## src/logic/mctd_pkg.sv

```systemverilog
// Package: constants and types for the memory controller test driver
package mctd_pkg;

  // ----------------------------------------------------------------
  // Data pattern generator
  // ----------------------------------------------------------------
  localparam int         LFSR_W      = 8;
  localparam logic [7:0] LFSR_TAPS   = 8'hB8;
  localparam logic [7:0] SEED_BASE   = 8'h5A;
  localparam logic [7:0] SEED_STEP   = 8'h1D;

  // ----------------------------------------------------------------
  // Default address geometry
  // ----------------------------------------------------------------
  localparam int         DEF_BYTES   = 4;
  localparam int         DEF_BANK_W  = 2;
  localparam int         DEF_ROW_W   = 13;
  localparam int         DEF_COL_W   = 9;
  localparam int         DEF_ROWS    = 2;
  localparam int         DEF_COLS    = 8;
  localparam int         DEF_BURST   = 1;
  localparam int         SIZE_W      = 2;

  // ----------------------------------------------------------------
  // Sequencer states, one-hot
  // ----------------------------------------------------------------
  typedef enum logic [4:0] {
    MCTD_IDLE  = 5'h01,
    MCTD_WRITE = 5'h02,
    MCTD_WDONE = 5'h04,
    MCTD_READ  = 5'h08,
    MCTD_RWAIT = 5'h10
  } mctd_state_e;

endpackage : mctd_pkg

```

## src/logic/mctd_driver.sv

```systemverilog
// Module: self-checking traffic generator for a DDR controller local port
// Contract
// - Issue read and write requests under control of a state machine.
// - Write patterns over configured columns and rows in every bank.
// - Read back every written location and compare with expected pattern.
// - Overall pass flag goes low on any read miscompare.
// - Per-byte pass vector reports comparison of each byte lane.
// - End-of-sequence output pulses one cycle after writes and after reads.
// - After the pulse that ends the reads, restart the test from the first address forever.
// - One 8-bit LFSR per lane, distinct seeds, regenerated for checking.
// - Compare only words qualified by read-data-valid, in request order.
module mctd_driver
  import mctd_pkg::*;
#(
  parameter int NBYTES = DEF_BYTES,
  parameter int BANK_W = DEF_BANK_W,
  parameter int ROW_W  = DEF_ROW_W,
  parameter int COL_W  = DEF_COL_W,
  parameter int NROWS  = DEF_ROWS,
  parameter int NCOLS  = DEF_COLS,
  parameter int BURST  = DEF_BURST
) (
  // Clock, reset, enable
  input  wire logic                    clk_in,
  input  wire logic                    sys_rst_in,
  input  wire logic                    clk_en_in,
  // Controller handshake
  input  wire logic                    local_init_done_in,
  input  wire logic                    local_ready_in,
  input  wire logic                    local_wdata_req_in,
  input  wire logic                    local_rdata_valid_in,
  input  wire logic [NBYTES*8-1:0]     local_rdata_in,
  // Request outputs
  output logic                         local_write_req_out,
  output logic                         local_read_req_out,
  output logic [SIZE_W-1:0]            local_size_out,
  output logic [BANK_W+ROW_W+COL_W-1:0] local_addr_out,
  output logic [NBYTES*8-1:0]          local_wdata_out,
  output logic [NBYTES-1:0]            local_be_out,
  // Status
  output logic                         pnf_out,
  output logic [NBYTES-1:0]            pnf_per_byte_out,
  output logic                         test_complete_out
);

  localparam int AW     = BANK_W + ROW_W + COL_W;
  localparam int DW     = NBYTES * 8;
  localparam int NBANKS = 1 << BANK_W;

  // ----------------------------------------------------------------
  // Helpers
  // ----------------------------------------------------------------
  function automatic logic [LFSR_W-1:0] lfsr_step(input logic [LFSR_W-1:0] v);
    lfsr_step = {v[LFSR_W-2:0], ^(v & LFSR_TAPS)};
  endfunction

  function automatic logic [DW-1:0] lfsr_seed();
    logic [DW-1:0] s;
    s = '0;
    for (int i = 0; i < NBYTES; i++) begin
      s[i*8 +: 8] = SEED_BASE + SEED_STEP * 8'(i);
    end
    lfsr_seed = s;
  endfunction

  // ----------------------------------------------------------------
  // State and counters
  // ----------------------------------------------------------------
  mctd_state_e          state_r;
  logic [COL_W-1:0]     col_r;
  logic [ROW_W-1:0]     row_r;
  logic [BANK_W-1:0]    bank_r;
  logic [31:0]          wbeat_r;
  logic [31:0]          rbeat_r;
  logic [31:0]          total_w;
  logic [DW-1:0]        wgen_r;
  logic [DW-1:0]        rgen_r;
  logic [DW-1:0]        wgen_nxt;
  logic [DW-1:0]        rgen_nxt;
  logic                 wdreq_d_r;

  wire logic req_on    = local_write_req_out | local_read_req_out;
  wire logic accept    = req_on & local_ready_in;
  wire logic last_col  = (32'(col_r) + 32'(BURST) >= 32'(NCOLS));
  wire logic last_row  = (32'(row_r) == 32'(NROWS - 1));
  wire logic last_bank = (32'(bank_r) == 32'(NBANKS - 1));
  wire logic last_addr = last_col & last_row & last_bank;
  wire logic [AW-1:0] addr_w = {bank_r, row_r, col_r};

  // Expected beats for one sweep: the write-data and read counters close on it
  assign total_w = 32'(NBANKS * NROWS * ((NCOLS + BURST - 1) / BURST) * BURST);

  generate
    for (genvar g = 0; g < NBYTES; g++) begin : g_lane
      assign wgen_nxt[g*8 +: 8] = lfsr_step(wgen_r[g*8 +: 8]);
      assign rgen_nxt[g*8 +: 8] = lfsr_step(rgen_r[g*8 +: 8]);
    end
  endgenerate

  // Per-lane compare of a qualified read word
  logic [NBYTES-1:0] lane_ok;
  generate
    for (genvar g = 0; g < NBYTES; g++) begin : g_cmp
      assign lane_ok[g] = (local_rdata_in[g*8 +: 8] == rgen_r[g*8 +: 8]);
    end
  endgenerate

  wire logic rd_hit  = (state_r inside {MCTD_READ, MCTD_RWAIT}) & local_rdata_valid_in;
  wire logic wr_last = wdreq_d_r & (wbeat_r == total_w - 32'd1);
  wire logic rd_last = rd_hit & (rbeat_r == total_w - 32'd1);

  // ----------------------------------------------------------------
  // Sequencer
  // ----------------------------------------------------------------
  // The request is only moved on acceptance, so it stands while ready is low
  always_ff @(posedge clk_in) begin
    if (sys_rst_in) begin
      state_r             <= MCTD_IDLE;
      col_r               <= '0;
      row_r               <= '0;
      bank_r              <= '0;
      local_write_req_out <= 1'b0;
      local_read_req_out  <= 1'b0;
      local_size_out      <= '0;
      local_addr_out      <= '0;
      test_complete_out   <= 1'b0;
    end else if (clk_en_in) begin
      test_complete_out <= 1'b0;
      case (state_r)
        MCTD_IDLE: begin
          if (local_init_done_in) begin
            state_r             <= MCTD_WRITE;
            local_write_req_out <= 1'b1;
            local_size_out      <= SIZE_W'(BURST);
            local_addr_out      <= addr_w;
          end
        end
        MCTD_WRITE, MCTD_READ: begin
          if (accept) begin
            if (last_addr) begin
              col_r               <= '0;
              row_r               <= '0;
              bank_r              <= '0;
              local_write_req_out <= 1'b0;
              local_read_req_out  <= 1'b0;
              state_r <= (state_r == MCTD_WRITE) ? MCTD_WDONE : MCTD_RWAIT;
            end else begin
              // Column fastest, then row, then bank: every bank covered
              if (last_col) begin
                col_r <= '0;
                if (last_row) begin
                  row_r  <= '0;
                  bank_r <= bank_r + 1'b1;
                end else begin
                  row_r <= row_r + 1'b1;
                end
              end else begin
                col_r <= col_r + COL_W'(BURST);
              end
            end
          end
          if (accept & ~last_addr) begin
            local_addr_out <= last_col ?
              (last_row ? {bank_r + 1'b1, {ROW_W{1'b0}}, {COL_W{1'b0}}}
                        : {bank_r, row_r + 1'b1, {COL_W{1'b0}}})
              : {bank_r, row_r, col_r + COL_W'(BURST)};
          end
        end
        MCTD_WDONE: begin
          // Wait for the last write beat before reading back
          if (wr_last) begin
            test_complete_out  <= 1'b1;
            state_r            <= MCTD_READ;
            local_read_req_out <= 1'b1;
            local_addr_out     <= '0;
          end
        end
        MCTD_RWAIT: begin
          if (rd_last) begin
            test_complete_out <= 1'b1;
            state_r           <= MCTD_IDLE;
          end
        end
        default: state_r <= MCTD_IDLE;
      endcase
    end
  end

  // ----------------------------------------------------------------
  // Write data path
  // ----------------------------------------------------------------
  always_ff @(posedge clk_in) begin
    if (sys_rst_in) begin
      wdreq_d_r       <= 1'b0;
      wbeat_r         <= '0;
      wgen_r          <= lfsr_seed();
      local_wdata_out <= '0;
      local_be_out    <= '0;
    end else if (clk_en_in) begin
      wdreq_d_r <= local_wdata_req_in;
      if (local_wdata_req_in) begin
        local_wdata_out <= wgen_r;
        local_be_out    <= '1;
        wgen_r          <= wgen_nxt;
      end
      if (wdreq_d_r) begin
        wbeat_r <= wr_last ? 32'd0 : wbeat_r + 32'd1;
      end
      if (state_r == MCTD_IDLE) begin
        wgen_r  <= lfsr_seed();
        wbeat_r <= '0;
      end
    end
  end

  // ----------------------------------------------------------------
  // Read check path
  // ----------------------------------------------------------------
  always_ff @(posedge clk_in) begin
    if (sys_rst_in) begin
      rbeat_r          <= '0;
      rgen_r           <= lfsr_seed();
      pnf_out          <= 1'b1;
      pnf_per_byte_out <= '1;
    end else if (clk_en_in) begin
      if (rd_hit) begin
        rgen_r           <= rgen_nxt;
        rbeat_r          <= rd_last ? 32'd0 : rbeat_r + 32'd1;
        pnf_per_byte_out <= lane_ok;
        if (~&lane_ok) begin
          pnf_out <= 1'b0;
        end
      end else if (state_r == MCTD_IDLE) begin
        rgen_r  <= lfsr_seed();
        rbeat_r <= '0;
      end
    end
  end

endmodule // mctd_driver

```

## config.mk

```make
export PLATFORM = sky130hd
export DESIGN_NAME = mctd_driver
export DESIGN_NICKNAME = d
export VERILOG_FILES = /design/src/logic/mctd_pkg.sv /design/src/logic/mctd_driver.sv
export SDC_FILE = /design/constraint.sdc
export NUM_CORES = 1
export LEC_CHECK = 0
export ABC_AREA = 1
export BUFFER_PORTS_ARGS = -buffer_cell sky130_fd_sc_hd__buf_2
export CORE_UTILIZATION = 35
export DETAILED_ROUTE_END_ITERATION = 16
export PLACE_DENSITY_LB_ADDON = 0.12
export REMOVE_ABC_BUFFERS = 1
export SYNTH_ARGS = -nofsm -noshare
export SYNTH_HDL_FRONTEND = slang
export SYNTH_SLANG_ARGS = --single-unit
```

## constraint.sdc

```tcl
create_clock -name clk_in -period 5.3 [get_ports clk_in]
set_input_delay 0 -clock clk_in [delete_from_list [all_inputs] [get_ports clk_in]]
set_output_delay 0 -clock clk_in [all_outputs]
set_load 0.1 [all_outputs]
```

After elaboration in Yosys (flattened, before gate mapping)
Cells that the tools add are included.

Bits of input ports: 39. RAM bits: 0. Memories: 0. Bits in latches: 0. Word-level logic and storage cells: 127. Register bits: 224. Memory bits (read-only): 0. Output and inout port bits: 70.

Add/subtract/negate cells: 6. Bitwise gates (word level): 10. Mux-type cells: 40. Div/mod/pow operators: 0. Multipliers: 0. Shifts and indexed selects: 0. Order comparisons: 1. Equality and inequality tests: 19. Reductions and logical operators: 33.

Operators with widths (count): 2-to-1 mux 32 bit (10); 2-to-1 mux 24 bit (5); case mux 24 bit (3 select lines) (1); adder 32 x 1 -> 32 bit, second input constant (2); == test 32 x 6 -> 1 bit, second input constant (2); XOR reduction 8 bit (8); 2-to-1 mux 13 bit (3); == test 8 bit (4); 2-to-1 mux 5 bit (6); case mux 5 bit (4 select lines) (1); AND reduction 5 bit (4); 2-to-1 mux 9 bit (2); nonzero test 2 bit (8); adder 13 x 1 -> 13 bit, second input constant (1); == test 13 x 1 -> 1 bit, second input constant (1); inequality test 2 bit, second input constant (6); adder 9 x 1 -> 10 bit, second input constant (1); greater-or-equal comparator 10 x 4 -> 1 bit, second input constant (1); AND reduction 2 bit (5); adder 9 x 1 -> 9 bit, second input constant (1); AND reduction 3 bit (3); AND reduction 4 bit (2); bitwise AND 1 bit (7); 2-to-1 mux 1 bit (6); 14 further kinds (19).

Longest topological paths before layout
Depth after elaboration: 8. Mapped depth: 14. Gate-level depth less buffers: 12.

Worst setup path after synthesis
OpenSTA, ideal clock, no wires.

Kind: register -> register. Start: register local_read_req_out. End: register local_addr_out[1]. Path slack: 3.149 ns. Arrival time: 2.034 ns. Buffers on the path: 2. Library setup time: 0.117 ns. Clock period less this slack: 2.151 ns. Stages on the path, launching flop included: 12. Required time: 5.183 ns. Cell sequence: dfxtp_1 -> o21ai_0 -> inv_1 -> nor2_2 -> nor2_2 -> nand2_1 -> nor2_2 -> buf_6 -> buf_6 -> nand2_1 -> nand2_1 -> nor2_1.

Cells in the longest elaborated chain, start to end: 5.

RTL lines: start: declaration (line mctd_driver.sv:35) `output logic local_read_req_out,`; start signal: assignment (line mctd_driver.sv:123) `local_read_req_out <= 1'b0;`; start signal: assignment (line mctd_driver.sv:145) `local_read_req_out <= 1'b0;`; start signal: assignment (line mctd_driver.sv:174) `local_read_req_out <= 1'b1;`; OR 1 bit (line mctd_driver.sv:82) `wire logic req_on = local_write_req_out | local_read_req_out;`; bitwise AND 1 bit (line mctd_driver.sv:83) `wire logic accept = req_on & local_ready_in;`; bitwise AND 1 bit (line mctd_driver.sv:162) `if (accept & ~last_addr) begin`; inequality test 2 bit (no source line); AND reduction 5 bit (no source line); end signal: assignment (line mctd_driver.sv:135) `local_addr_out <= addr_w;`; end signal: assignment (line mctd_driver.sv:163) `local_addr_out <= last_col ?`; end: declaration (line mctd_driver.sv:37) `output logic [BANK_W+ROW_W+COL_W-1:0] local_addr_out,`.

Every way passes these cells. A chain may end at the register's enable or synchronous reset.

Final worst setup path
Start: register state_r[0]. End: register pnf_per_byte_out[3].

Cells in the longest elaborated chain, start to end: 4. Elaborated cells between the ends (all ways): 5. Classes of those cells: eq/ne (2); bitwise (1); reduce/logical (2).

RTL lines: start: declaration (line mctd_driver.sv:69) `mctd_state_e state_r;`; start signal: assignment (line mctd_driver.sv:146) `state_r <= (state_r == MCTD_WRITE) ? MCTD_WDONE : MCTD_RWAIT;`; == test 5 x 4 -> 1 bit / == test 5 bit (equally long branches) (line mctd_driver.sv:108) `wire logic rd_hit = (state_r inside {MCTD_READ, MCTD_RWAIT}) & local_rdata_valid_in;`; nonzero test 2 bit * (line mctd_driver.sv:108); bitwise AND 1 bit * (line mctd_driver.sv:108); AND reduction 2 bit (no source line) *; end signal: assignment (line mctd_driver.sv:229) `pnf_per_byte_out <= lane_ok;`; end: declaration (line mctd_driver.sv:42) `output logic [NBYTES-1:0] pnf_per_byte_out,`.

Mark *: on every way between the ends. The rest lies on a longest branch, timed or not.

==> impl_results.md <==
* Worst R2R Path Depth at 10
* All-Layer GR Usage at 0.1857
* Final setup fails at 0
* Final setup TNS at 0 ns
* RR Endpoint: pnf_per_byte_out[3]$_SDFFE_PP1P_
* Clk slew on worst S/H paths at 0.06 ns
* DR pass1 iterations at 5
* Hold bufs inserted after CTS at 16
* CP Data Arrival Time at 3.41 ns
* EDFF count, synth at 0
* Syn avg cell area at 6.878 sq um
* Worst setup path end: pnf_per_byte_out[3]$_SDFFE_PP1P_
* Chip height at 180.6 um
* Max IR drop VDD at 0.2387 mV
* Die area at 32610 sq um
* Crit end category: flop
* Worst EP required at 5.71 ns
* Fin crit period at 2.995 ns
* Status: finished, final reports clean
* Slew HR at 0.3974
* Final Instance Area at 12980 sq um
* Slew Limit Fails at 0
* CTS tree: yes
* Hpwl dp at 20.91 mm
* Worst setup path start: state_r[0]$_SDFFE_PP1P_
* Reg-to-Reg Start: state_r[0]$_SDFFE_PP1P_
* # nets final at 1754
* Leading area contributor after synthesis: dfxtp_1
* H-tree depth at 1
* Drt drc at 0
* Critical path type: reg -> reg
* Top Ports at 109
* PortBufs at 107
* Fin util at 0.4123
* Total core area at 31470 sq um
* Switch Pwr at 1.303 mW
* Clk pwr share at 0.435
* Top cell type's share of synthesized area at 0.4017
* Die width at 180.6 um
* GPL Wtd Cong at 0.8913
* Synth area leaders: dfxtp_1 40%, nand2_1 13%, nor2_1 6.4%, a21oi_1 6.4%, nand3_1 5.2%
* First-pass GRT wire length at 50.87 mm
* Sequential cell area fraction in the yosys report at 0.4017
* Std-Cell Rows at 65
* WL per Instance at 14.36 um
* Final wirelength at 30.58 mm
* Critical path fanouts, max at 29
* Hold Crit Class: in -> reg
* Largest net degree at the start of global routing at 67
* Clk_skew at 0.01849 ns
* Initial antenna violation count at 0
* Fmax at 333.8 MHz
* Clock latency at the later pin of the worst-skew pair at 0.54 ns
* GRT overflow at 0
* Layout cells sized above 1 at 0.1112
* Leakage at 5.054 nW
* Synth Flop Type: dfxtp_1
* TritonCTS Buffers at 27
* Routed vias/inst at 5.039
* Vias in the first global route at 10030
* DRT antenna net count at 0
* Initial DRC count at 584
* Postcts setup bufs at 0
* Root Driver: clkbuf_16
* Async set-reset flop share out of synthesis at 0
* Internal power at 3.019 mW
* RSZ-0062 raised after global routing: no
* Startpoint types: flop
* Post-Syn Area at 11160 sq um
* Pwr Density at 333.1 nW/um^2
* Unique masters post-synth at 47
* Reg power frac at 0.413
* Clock Tree Buf Depth at 3
* Clock sink total at 224
* Hold Vio Cnt, Final at 0
* Flop-to-flop setup slack at 2.30 ns
* Fin crit share at 0.5652
* Post-CTS sizing at 0
* Comb pwr share at 0.152
* Initial Utilization at 0.3547
* Antenna Cells at 0
* # Max-Cap Violations at 0
* Yosys warns at 0
* Worst-margin pin slew at 0.9039 ns
* Placed Instances at 2065
* Routed vias at 10730
* Area Growth Syn to Fin at 16.24%
* Sw Share at 0.3015
* Synthesis-stage register bit count at 224
* DP Area at 11910 sq um
* Fin cells at 2129
* Cells after Synth at 1623
==> how the worst min path moves through the flow <==
| stage | startpoint | end | cells after the start |
|---|---|---|---|
| detailed placement | local_init_done_in | local_size_out[0]$_SDFFE_PP0P_ | 3 |
| CTS | local_wdata_req_in | local_wdata_out[4]$_SDFFE_PP0P_ | 5 |
| global route | local_wdata_req_in | local_wdata_out[6]$_SDFFE_PP0P_ | 5 |
| finish | local_wdata_req_in | local_wdata_out[25]$_SDFFE_PP0P_ | 5 |
| floorplan | sys_rst_in | col_r[2]$_SDFFE_PP0P_ | 1 |
| global placement | local_init_done_in | local_size_out[0]$_SDFFE_PP0P_ | 3 |
==> metrics by stage <==
step                      power [mW]  setup slack, ns  hold slack, ns
after global placement         2.475            2.485          0.3930
after floorplan                2.308            2.093         0.06907
after CTS                      4.388            2.281         0.01759
final                          4.322            2.305         0.03696
after detailed placement       2.479            2.360          0.4042
after global routing           4.504            2.090         0.07234
==> cell families after synthesis <==
| kind of cell | after synthesis | synth area share |
|---|---|---|
| and+or+nand+nor | 835 | 0.3227 |
| AOI/OAI and AO/OA | 285 | 0.1402 |
| DFF | 224 | 0.4017 |
| buffers and inverters | 205 | 0.07543 |
| xor gates and xnor gates | 66 | 0.05178 |
| adders and majority gates | 7 | 0.007845 |
| other | 1 | 0.0003359 |
==> registers in the layout (all words and copies together), names as in the netlist <==
signal               cells
bank_r                   2
col_r                    9
local_addr_out          24
local_be_out             1
local_read_req_out       1
local_size_out           1
local_wdata_out         32
local_write_req_out      1
pnf_out                  1
pnf_per_byte_out         4
rbeat_r                 32
rgen_r                  32
row_r                   13
state_r                  5
test_complete_out        1
wbeat_r                 32
wdreq_d_r                1
wgen_r                  32
==> worst max-delay path: stages, from the launching register on <==
cell and delay [ns]:
dfxtp_1 0.34, nor2_2 0.18, nand3_1 0.21, a21boi_4 0.19, buf_4 0.29, nand2_4 0.21
inv_2 0.50, o21ai_0 0.18, dlygate4sd3_1 0.61, o21ai_0 0.08, nand2_1 0.06
==> Yosys cell counts, types with 8 or more instances <==
| cell type | count |
|---|---|
| o21ai_0 | 80 |
| buf_4 | 8 |
| a211oi_1 | 11 |
| xnor2_1 | 50 |
| dfxtp_1 | 224 |
| nor2_1 | 191 |
| o22ai_1 | 17 |
| nand4_1 | 54 |
| a21oi_1 | 143 |
| clkbuf_1 | 47 |
| nand2_1 | 400 |
| nand3_1 | 116 |
| inv_1 | 126 |
| buf_2 | 14 |
| nor3_1 | 41 |
| xor2_1 | 16 |
| o211ai_1 | 10 |
==> routing by layer <==
metal  GRT usage  share of wire  up-vias  wire, um
met4     0.04855          0.017        0       524
met5           0              0        -         0
met3     0.02405          0.048       38      1461
li1            -              -     5524         -
met2      0.3043           0.44      232     13600
met1      0.2561           0.49     4934     14990
==> layout make-up <==
class / instances / area (sq um)
Fill cell: 3330 / 18500
Multi-Input combinational cell: 1194 / 5837
Sequential cell: 224 / 4484
Timing Repair Buffer: 130 / 750.7
Clock buffer: 35 / 745.7
Tap cell: 402 / 503.0
Inverter: 131 / 494.2
Clock inverter: 13 / 161.4
==> cells in the final DEF, fill, tap and decap left out, types with 2 or more instances in the layout <==
cell type,instances
inv_2,5
a22oi_1,2
or2_1,2
a211oi_1,11
o21ai_1,4
nor2_4,2
inv_1,125
nor3b_1,2
clkinv_4,2
nor2_1,191
nand4_1,54
clkinv_2,4
bufinv_16,3
buf_2,106
dlygate4sd3_1,16
xor2_1,16
or2_2,6
dfxtp_1,224
a21o_1,6
o21ai_0,80
nand2_2,3
o2111ai_1,2
xnor2_1,50
nand3_2,4
clkbuf_16,27
inv_6,3
clkbuf_8,4
a21oi_1,143
clkbuf_1,4
nor2_2,6
o22ai_1,17
ha_1,7
buf_4,8
nand3_1,116
o21a_1,4
o211ai_1,10
nor3_1,41
nand2_1,400
nand2_4,3
==> power by group through the flow <==
stage          combinational (mW)  clock (mW)  sequential (mW)
2_1_floorplan               0.238           0             2.07
3_3_place_gp                0.652           0             1.82
3_5_place_dp                0.655           0             1.82
4_1_cts                     0.664        1.94             1.79
5_1_grt                     0.709        2.00             1.79
6_report                    0.655        1.88             1.79
Note: power is estimated with default switching activity, not from simulation.
